===== config.mk =====
export PLATFORM = sky130hd
export DESIGN_NAME = epc_control
export DESIGN_NICKNAME = d
export VERILOG_FILES = /design/src/verilog/epc_pkg.sv /design/src/verilog/epc_control.sv
export SDC_FILE = /design/constraint.sdc
export NUM_CORES = 1
export LEC_CHECK = 0
export ABC_AREA = 1
export BUFFER_PORTS_ARGS = -buffer_cell sky130_fd_sc_hd__buf_2
export CAP_MARGIN = 20
export CORE_UTILIZATION = 51
export DETAILED_ROUTE_END_ITERATION = 16
export GPL_TIMING_DRIVEN = 0
export PLACE_DENSITY_LB_ADDON = 0.2
export SLEW_MARGIN = 20
export SYNTH_ARGS = -nofsm -noshare
export SYNTH_HDL_FRONTEND = slang
export SYNTH_SLANG_ARGS = --single-unit

===== constraint.sdc =====
create_clock -name clk -period 1.58 [get_ports clk]
set_input_delay 0.079 -clock clk [delete_from_list [all_inputs] [get_ports clk]]
set_output_delay 0.079 -clock clk [all_outputs]
set_load 0.03 [all_outputs]

===== src/verilog/epc_pkg.sv =====
package epc_pkg;

   // ----------------------------------------------------------------
   // Register map
   // ----------------------------------------------------------------
   localparam logic [7:0] MEM_CTRL_ADDR   = 8'h89;   // memory_control
   localparam logic [7:0] LIVE_CRC_ADDR   = 8'h8a;   // live_crc_value
   localparam logic [7:0] UNLOCK_ADDR     = 8'h8f;   // program_unlock (placement chosen)
   localparam logic [7:0] UNLOCK_CODE     = 8'hea;   // Unlock code (value arbitrary)

   // ----------------------------------------------------------------
   // memory_control field positions and reset values
   // ----------------------------------------------------------------
   localparam int         BIT_COPY        = 6;       // reg_to_sram_copy
   localparam int         BIT_CRC_ERR     = 5;       // crc_error_flag
   localparam int         BIT_AUTO_CRC    = 4;       // auto_crc_enable
   localparam int         BIT_LOAD        = 3;       // eeprom_to_sram_load
   localparam int         BIT_BUSY        = 2;       // program_busy
   localparam int         BIT_RSVD1       = 1;       // Reserved, self-clearing
   localparam int         BIT_PROG        = 0;       // program_start
   localparam logic       AUTO_CRC_RST    = 1'b1;
   localparam logic [7:0] LIVE_CRC_RST    = 8'h00;
   localparam logic [7:0] COUNT_RST       = 8'h00;
   localparam logic [7:0] COUNT_MAX       = 8'hff;
   localparam logic [7:0] CRC_POLY        = 8'h07;   // Live CRC polynomial (chosen)

   // ----------------------------------------------------------------
   // Timing
   // ----------------------------------------------------------------
   localparam int         CLK_HZ          = 25000000;
   localparam int         PROG_TIME_MS    = 230;
   localparam int         PROG_CYCLES     = PROG_TIME_MS * (CLK_HZ / 1000);

   // ----------------------------------------------------------------
   // Carriers
   // ----------------------------------------------------------------
   typedef struct packed
   {
      logic       wr;      // One-cycle register write strobe
      logic       rd;      // One-cycle register read strobe
      logic       txn_end; // One-cycle pulse at end of each I2C transaction
      logic [7:0] addr;    // Register address
      logic [7:0] wdata;   // Write data
   } epc_reg_req_t;

   typedef struct packed
   {
      logic       start;   // Configuration readback begins
      logic       valid;   // One EEPROM byte read back
      logic [7:0] data;    // The byte
      logic       fail;    // Stored CRC did not match at end of readback
   } epc_readback_t;

endpackage

===== src/verilog/epc_control.sv =====
// Notes on behaviour
// - Writing copy bit starts register-to-SRAM copy
// - Copy bit clears itself when copy done
// - Copy page comes from page-select register
// - Readback CRC failure sets error flag
// - Auto-CRC bit, reset one, adds CRC
// - Busy flag high exactly during program cycle
// - Array access blocked while busy
// - Program-start bit requests erase/program cycle
// - Program needs unlock write in prior transaction
// - Program-start bit clears itself after acceptance
// - Program cycle lasts about 230 ms
// - Live CRC byte, read-only, resets zero
// - Bit 7 reserved; bit 1 self-clears
// - Cycle counter increments, saturates at 255
module epc_control #(
   parameter int PROG_CYCLES = epc_pkg::PROG_CYCLES
) (
   // Clock and reset
   input  wire logic                   clk,
   input  wire logic                   reset,
   // Register access from the I2C slave
   input  wire epc_pkg::epc_reg_req_t  reg_req,
   output logic [7:0]                  reg_rdata_q,
   // Page-select register value
   input  wire logic [7:0]             copy_page,
   // Register-to-SRAM copy engine
   output logic                        copy_req_q,
   output logic [7:0]                  copy_page_q,
   input  wire logic                   copy_done,
   // EEPROM program engine
   output logic                        prog_req_q,
   output logic                        prog_auto_crc_q,
   output logic                        array_block_q,
   // Configuration readback
   input  wire epc_pkg::epc_readback_t readback,
   input  wire logic                   count_load,
   input  wire logic [7:0]             count_value,
   output logic [7:0]                  cycle_count_q
);

   // ----------------------------------------------------------------
   // Declarations
   // ----------------------------------------------------------------
   typedef enum logic [1:0]
   {
      EPC_IDLE = 2'b01,
      EPC_PROG = 2'b10
   } epc_state_t;

   epc_state_t  state_q;            // Program sequencer
   logic [31:0] timer_q;            // Program-cycle timer
   logic        copy_bit_q;         // reg_to_sram_copy
   logic        crc_err_q;          // crc_error_flag
   logic        auto_crc_q;         // auto_crc_enable
   logic        rsvd1_q;            // Reserved self-clearing bit
   logic        prog_bit_q;         // program_start
   logic        unlock_cur_q;       // Unlock written in current transaction
   logic        unlock_prev_q;      // Unlock written in previous transaction
   logic [7:0]  live_crc_q;         // live_crc_value
   logic        ctrl_wr;            // Write to memory_control
   logic        prog_accept;        // Accepted program request
   logic        prog_end;           // Last cycle of program cycle

   // Live CRC update by one byte, MSB first
   function automatic logic [7:0] crc8_step(input logic [7:0] crc, input logic [7:0] data);
      logic [7:0] c;
      c = crc ^ data;
      for (int i = 0; i < 8; i++)
      begin
         c = c[7] ? ((c << 1) ^ epc_pkg::CRC_POLY) : (c << 1);
      end
      return c;
   endfunction

   assign ctrl_wr     = reg_req.wr && (reg_req.addr == epc_pkg::MEM_CTRL_ADDR);
   assign prog_accept = ctrl_wr && reg_req.wdata[epc_pkg::BIT_PROG]
                        && unlock_prev_q && (state_q == EPC_IDLE);
   assign prog_end    = (state_q == EPC_PROG) && (timer_q == 32'(PROG_CYCLES - 1));

   // ----------------------------------------------------------------
   // Unlock tracking
   // ----------------------------------------------------------------
   // Remember whether the transaction just ended wrote the unlock code
   always_ff @(posedge clk)
   begin
      if (reset)
      begin
         unlock_cur_q  <= 1'b0;
         unlock_prev_q <= 1'b0;
      end
      else if (reg_req.txn_end)
      begin
         unlock_prev_q <= unlock_cur_q
                          || (reg_req.wr && reg_req.addr == epc_pkg::UNLOCK_ADDR
                              && reg_req.wdata == epc_pkg::UNLOCK_CODE);
         unlock_cur_q  <= 1'b0;
      end
      else if (reg_req.wr && reg_req.addr == epc_pkg::UNLOCK_ADDR)
      begin
         unlock_cur_q  <= (reg_req.wdata == epc_pkg::UNLOCK_CODE);
      end
   end

   // ----------------------------------------------------------------
   // Program sequencer
   // ----------------------------------------------------------------
   // Idle until an accepted request, then time the cycle
   always_ff @(posedge clk)
   begin
      if (reset)
      begin
         state_q <= EPC_IDLE;
         timer_q <= 32'h0000_0000;
      end
      else
      begin
         unique case (state_q)
            EPC_IDLE:
            begin
               timer_q <= 32'h0000_0000;
               if (prog_accept)
                  state_q <= EPC_PROG;
            end
            EPC_PROG:
            begin
               timer_q <= timer_q + 32'h0000_0001;
               if (prog_end)
                  state_q <= EPC_IDLE;
            end
            // Illegal codes fall back to idle
            default:
               state_q <= EPC_IDLE;
         endcase
      end
   end

   // Request pulse, CRC mode and array block toward the engine
   always_ff @(posedge clk)
   begin
      if (reset)
      begin
         prog_req_q      <= 1'b0;
         prog_auto_crc_q <= epc_pkg::AUTO_CRC_RST;
         array_block_q   <= 1'b0;
      end
      else
      begin
         prog_req_q    <= prog_accept;
         array_block_q <= prog_accept || ((state_q == EPC_PROG) && !prog_end);
         if (prog_accept)
            prog_auto_crc_q <= auto_crc_q;
      end
   end

   // Saturating program-cycle counter
   always_ff @(posedge clk)
   begin
      if (reset)
         cycle_count_q <= epc_pkg::COUNT_RST;
      else if (count_load)
         cycle_count_q <= count_value;
      else if (prog_end && cycle_count_q != epc_pkg::COUNT_MAX)
         cycle_count_q <= cycle_count_q + 8'h01;
   end

   // ----------------------------------------------------------------
   // memory_control bits
   // ----------------------------------------------------------------
   // Copy request and its self-clear on completion
   always_ff @(posedge clk)
   begin
      if (reset)
      begin
         copy_bit_q  <= 1'b0;
         copy_req_q  <= 1'b0;
         copy_page_q <= 8'h00;
      end
      else
      begin
         copy_req_q <= 1'b0;
         if (ctrl_wr && reg_req.wdata[epc_pkg::BIT_COPY] && !copy_bit_q)
         begin
            copy_bit_q  <= 1'b1;
            copy_req_q  <= 1'b1;
            copy_page_q <= copy_page;
         end
         else if (copy_done)
            copy_bit_q <= 1'b0;
      end
   end

   // Writable and self-clearing control bits
   always_ff @(posedge clk)
   begin
      if (reset)
      begin
         auto_crc_q <= epc_pkg::AUTO_CRC_RST;
         rsvd1_q    <= 1'b0;
         prog_bit_q <= 1'b0;
      end
      else
      begin
         rsvd1_q    <= ctrl_wr && reg_req.wdata[epc_pkg::BIT_RSVD1];
         prog_bit_q <= prog_accept;
         if (ctrl_wr)
            auto_crc_q <= reg_req.wdata[epc_pkg::BIT_AUTO_CRC];
      end
   end

   // Readback CRC: live byte and sticky error, set wins
   always_ff @(posedge clk)
   begin
      if (reset)
      begin
         live_crc_q <= epc_pkg::LIVE_CRC_RST;
         crc_err_q  <= 1'b0;
      end
      else
      begin
         if (readback.start)
         begin
            live_crc_q <= epc_pkg::LIVE_CRC_RST;
            crc_err_q  <= 1'b0;
         end
         if (readback.valid)
            live_crc_q <= crc8_step(readback.start ? epc_pkg::LIVE_CRC_RST : live_crc_q,
                                    readback.data);
         if (readback.fail)
            crc_err_q <= 1'b1;
      end
   end

   // ----------------------------------------------------------------
   // Read port
   // ----------------------------------------------------------------
   // Read data registered on the read strobe; unmapped reads give zero
   always_ff @(posedge clk)
   begin
      if (reset)
         reg_rdata_q <= 8'h00;
      else if (reg_req.rd)
      begin
         unique case (reg_req.addr)
            epc_pkg::MEM_CTRL_ADDR:
               reg_rdata_q <= {1'b0, copy_bit_q, crc_err_q, auto_crc_q,
                               1'b0, array_block_q, rsvd1_q, prog_bit_q};
            epc_pkg::LIVE_CRC_ADDR:
               reg_rdata_q <= live_crc_q;
            default:
               reg_rdata_q <= 8'h00;
         endcase
      end
   end
endmodule


==> results.md <==
* Cell variety after synth at 43
* Share of async-settable or async-resettable flops after synthesis at 0%
* Category of the critical setup timing path: reg -> reg
* Worst hold path type: in -> reg
* Clock latency of the later-clocked register in the worst-skew pair at 350 ps
* Hold Crit Start: reg_req[18]
* Setup WS post-layout at -44.4 ps
* Bufs on Longest Clock Path at 2
* TritonCTS clock tree: built
* Endpoint of the worst-slack reg-to-reg timing path: timer_q[14]$_SDFFE_PP0P_
* Area of the multi-input gates at 2560 um2
* Power per cell area at 696 nW/um2
* Level count of the clock H-tree at 3
* FF-to-FF Start: state_q[0]$_SDFFE_PP1P_
* CTS clk-pin slew, worst paths at 90 ps
* First-pass GRT wire length at 18700 um
* Portion of the clock cycle consumed by the worst path in the final layout at 103%
* Initial Util at 52.4%
* Number of buffers created by CTS at 9
* Post-synthesis to final-layout area growth at 30.5%
* Die area at 8760 um2
* Global route overflow at 0
* Time the worst path needs with I/O delays and setup at 1620 ps
* Maximum clock frequency at 616 MHz
* Filler cell count in the final layout at 707
* # DRC at 0
* Vias at 4734
* Total of flip-flops plus latches after synthesis at 76
* Worst setup skew after layout at 12.0 ps
* Half-perimeter wire length after detailed placement at 7990 um
* Average size of a mapped cell at 6.52 um2
* Cell Count Post-Placement at 836
* Number of nets still failing antenna checks after routing at 0
* Total number of placement rows at 33
* Post-layout util at 68.4%
* Post-route non-filler standard cell count at 892
* Failing checks: setup timing
* Endpoint type of the worst setup path: flop
* Critical path required time at 1830 ps
* Total routing usage reported by global routing at 26.7%
* Actual slew at the worst max-slew pin at 844 ps
* Die span in y at 93.6 um
* FF-to-FF setup slack at -40 ps
* Total wirelength of the detailed-routed design at 11400 um
* Number of instances in the synthesized netlist at 657
* Setup violation total in the final timing report at 3
* Largest fanout on the critical path at 4
* Power after layout at 3.89 mW
* Worst hold path stage count at 3
* Number of diodes added for antenna fixing at 0
* Count of pins over their slew limit at 0
* Remaining max-slew budget at the tightest pin at 43.3%
* Global placement routability congestion at 0.893
* Final Hold Fails at 0
* Max Cap Viol at 0
* Vias in the first global route at 4313
* Worst reg-to-reg path cell count at 10
* Number of nets in the layout at 836
* Number of clock sinks at 76
* Data arrival time of the critical path at 1870 ps
* Kind of launch point of the worst setup path: flop
* Clock root buffer: sky130_fd_sc_hd__clkbuf_8
* Number of warning messages in the yosys log at 0
* EDFF count, synth at 0
* Core area at 8180 um2
* Via count normalized by instance count at 5.31
* IO Pins at 78
* Leakage power of the design at 2.59 nW
* Ratio of cells with drive above 1 in the final layout at 26.8%
* Storage element area at 1540 um2
* Largest net degree at the start of global routing at 15
* Dominant synthesized flop cell: sky130_fd_sc_hd__dfxtp_1
* Width of the die at 93.6 um
* Routed wire per std cell at 12.8 um
* Portion of the post-synthesis area used by sequential elements at 35.5%
* Worst VDD drop at 0.000542 V
* Synthesized area at 4280 um2
* Initial detailed-routing violation count at 270
* Router iterations before antenna repair at 5
* Run status: finished, violations left
* End point of the worst hold path: rsvd1_q$_SDFF_PP0_
* Final sum of negative setup slack at -62.9 ps
* Port Buffer Count at 74
* Synthesized netlist net count at 711
* RSZ-0062 raised after global routing: true
* Antenna violations before repair at 0
where the power goes:
part | internal, mW | switching, mW | leakage [nW]
clock | 0.574 | 0.771 | 0.0779
combinational | 0.214 | 0.331 | 1.89
sequential | 1.96 | 0.0427 | 0.624
total | 2.75 | 1.14 | 2.59
synth_stat cells, drive strengths merged, types with 4 or more instances:
master | n | area, um2
nand2 | 175 | 679
xor2 | 6 | 52.6
nor4 | 4 | 40.0
nor2 | 93 | 379
inv | 87 | 327
clkbuf | 4 | 15.0
ha | 4 | 50.1
a21oi | 34 | 181
xnor2 | 5 | 43.8
o21ai | 32 | 160
nand4 | 20 | 125
dfxtp | 76 | 1520
nand3 | 74 | 388
nor3 | 9 | 77.6
o211ai | 6 | 45.0
buf | 10 | 60.1
worst max-delay path by stage:
stage / startpoint / to / cells past startpoint / slack (ps)
after global routing: state_q[0]$_SDFFE_PP1P_ / timer_q[14]$_SDFFE_PP0P_ / 10 / -120
after floorplan: state_q[0]$_SDFFE_PP1P_ / timer_q[14]$_SDFFE_PP0P_ / 11 / -60
after global placement: state_q[0]$_SDFFE_PP1P_ / timer_q[27]$_SDFFE_PP0P_ / 11 / -290
after detailed placement: state_q[0]$_SDFFE_PP1P_ / timer_q[27]$_SDFFE_PP0P_ / 11 / -320
final: state_q[0]$_SDFFE_PP1P_ / timer_q[14]$_SDFFE_PP0P_ / 10 / -40
after CTS: state_q[0]$_SDFFE_PP1P_ / timer_q[27]$_SDFFE_PP0P_ / 11 / -50
layer usage:
metal / GRT usage (%) / wire (um) / up-vias / share of wire, %
met5: 0 / 0 / - / 0
met4: 8.97 / 160 / 0 / 1.4
met3: 4.96 / 685 / 18 / 6.0
met2: 46.9 / 5530 / 152 / 48
met1: 32.5 / 5030 / 2187 / 44
li1: - / - / 2377 / -
per-stage QoR:
step	setup WS, ps	instance area, um2	hold slack (ps)
2_1_floorplan	-62.8	4290	186
3_3_place_gp	-287	4790	284
3_5_place_dp	-316	4790	301
4_1_cts	-52.0	5300	14.5
5_1_grt	-120	5590	23.8
6_report	-44.4	5590	28.6
timing repair:
| action | in CTS | in global routing |
|---|---|---|
| buffers inserted | 14 | 13 |
| resized for setup | 32 | 58 |
| endpoints found under the hold margin | 14 | 0 |
| setup endpoints to repair | 43 | 39 |
| pin swaps | 12 | 22 |
| hold buffers | 13 | 0 |
| cloned | 1 | 0 |
placed cells by master (no fill, tap or decap), types with 7 or more instances in the layout:
cell type,instances
sky130_fd_sc_hd__inv_1,79
sky130_fd_sc_hd__a21oi_1,29
sky130_fd_sc_hd__dfxtp_2,13
sky130_fd_sc_hd__dfxtp_1,62
sky130_fd_sc_hd__nor2_1,73
sky130_fd_sc_hd__o21ai_0,26
sky130_fd_sc_hd__buf_2,79
sky130_fd_sc_hd__nand2_1,159
sky130_fd_sc_hd__nand3_1,69
sky130_fd_sc_hd__nor2_2,7
sky130_fd_sc_hd__nor2_4,13
sky130_fd_sc_hd__nand2_2,14
sky130_fd_sc_hd__buf_4,24
sky130_fd_sc_hd__clkbuf_8,9
sky130_fd_sc_hd__nand4_1,20
sky130_fd_sc_hd__dlygate4sd3_1,13
cell type report:
cell class                      instances  share of cell area, %
Clock inverter                          7                  0.940
Clock buffer                            9                   2.22
Sequential cell                        76                   27.6
Timing Repair Buffer                  115                   13.2
Buffer                                 13                   1.52
Inverter                               89                   6.38
Tap cell                              105                   2.35
Multi-Input combinational cell        478                   45.8
logic make-up after synthesis:
group                      share of synthesized area, %
xor gates and xnor gates                           2.25
DFF                                                35.5
AOI/OAI and AO/OA                                  10.9
and+or+nand+nor                                    40.6
buffers and inverters                              9.56
adders and majority gates                          1.17
sequential cells by signal, summed over array words and instances (netlist names), 2 cells and up:
| name | flops |
|---|---|
| cycle_count_q | 8 |
| state_q | 2 |
| timer_q | 32 |
| live_crc_q | 8 |
| reg_rdata_q | 8 |
| copy_page_q | 8 |
worst max-delay path: stages (launching register included):
cell and delay (ps):
sky130_fd_sc_hd__dfxtp_2 340, sky130_fd_sc_hd__inv_2 40, sky130_fd_sc_hd__ha_4 240, sky130_fd_sc_hd__inv_8 60, sky130_fd_sc_hd__nand4_1 120, sky130_fd_sc_hd__nor2_2 200
sky130_fd_sc_hd__nand2_2 100, sky130_fd_sc_hd__nor2_4 170, sky130_fd_sc_hd__nand2_2 60, sky130_fd_sc_hd__nor2_2 130, sky130_fd_sc_hd__nor3_2 50
Power figures use the tool's default switching activity.
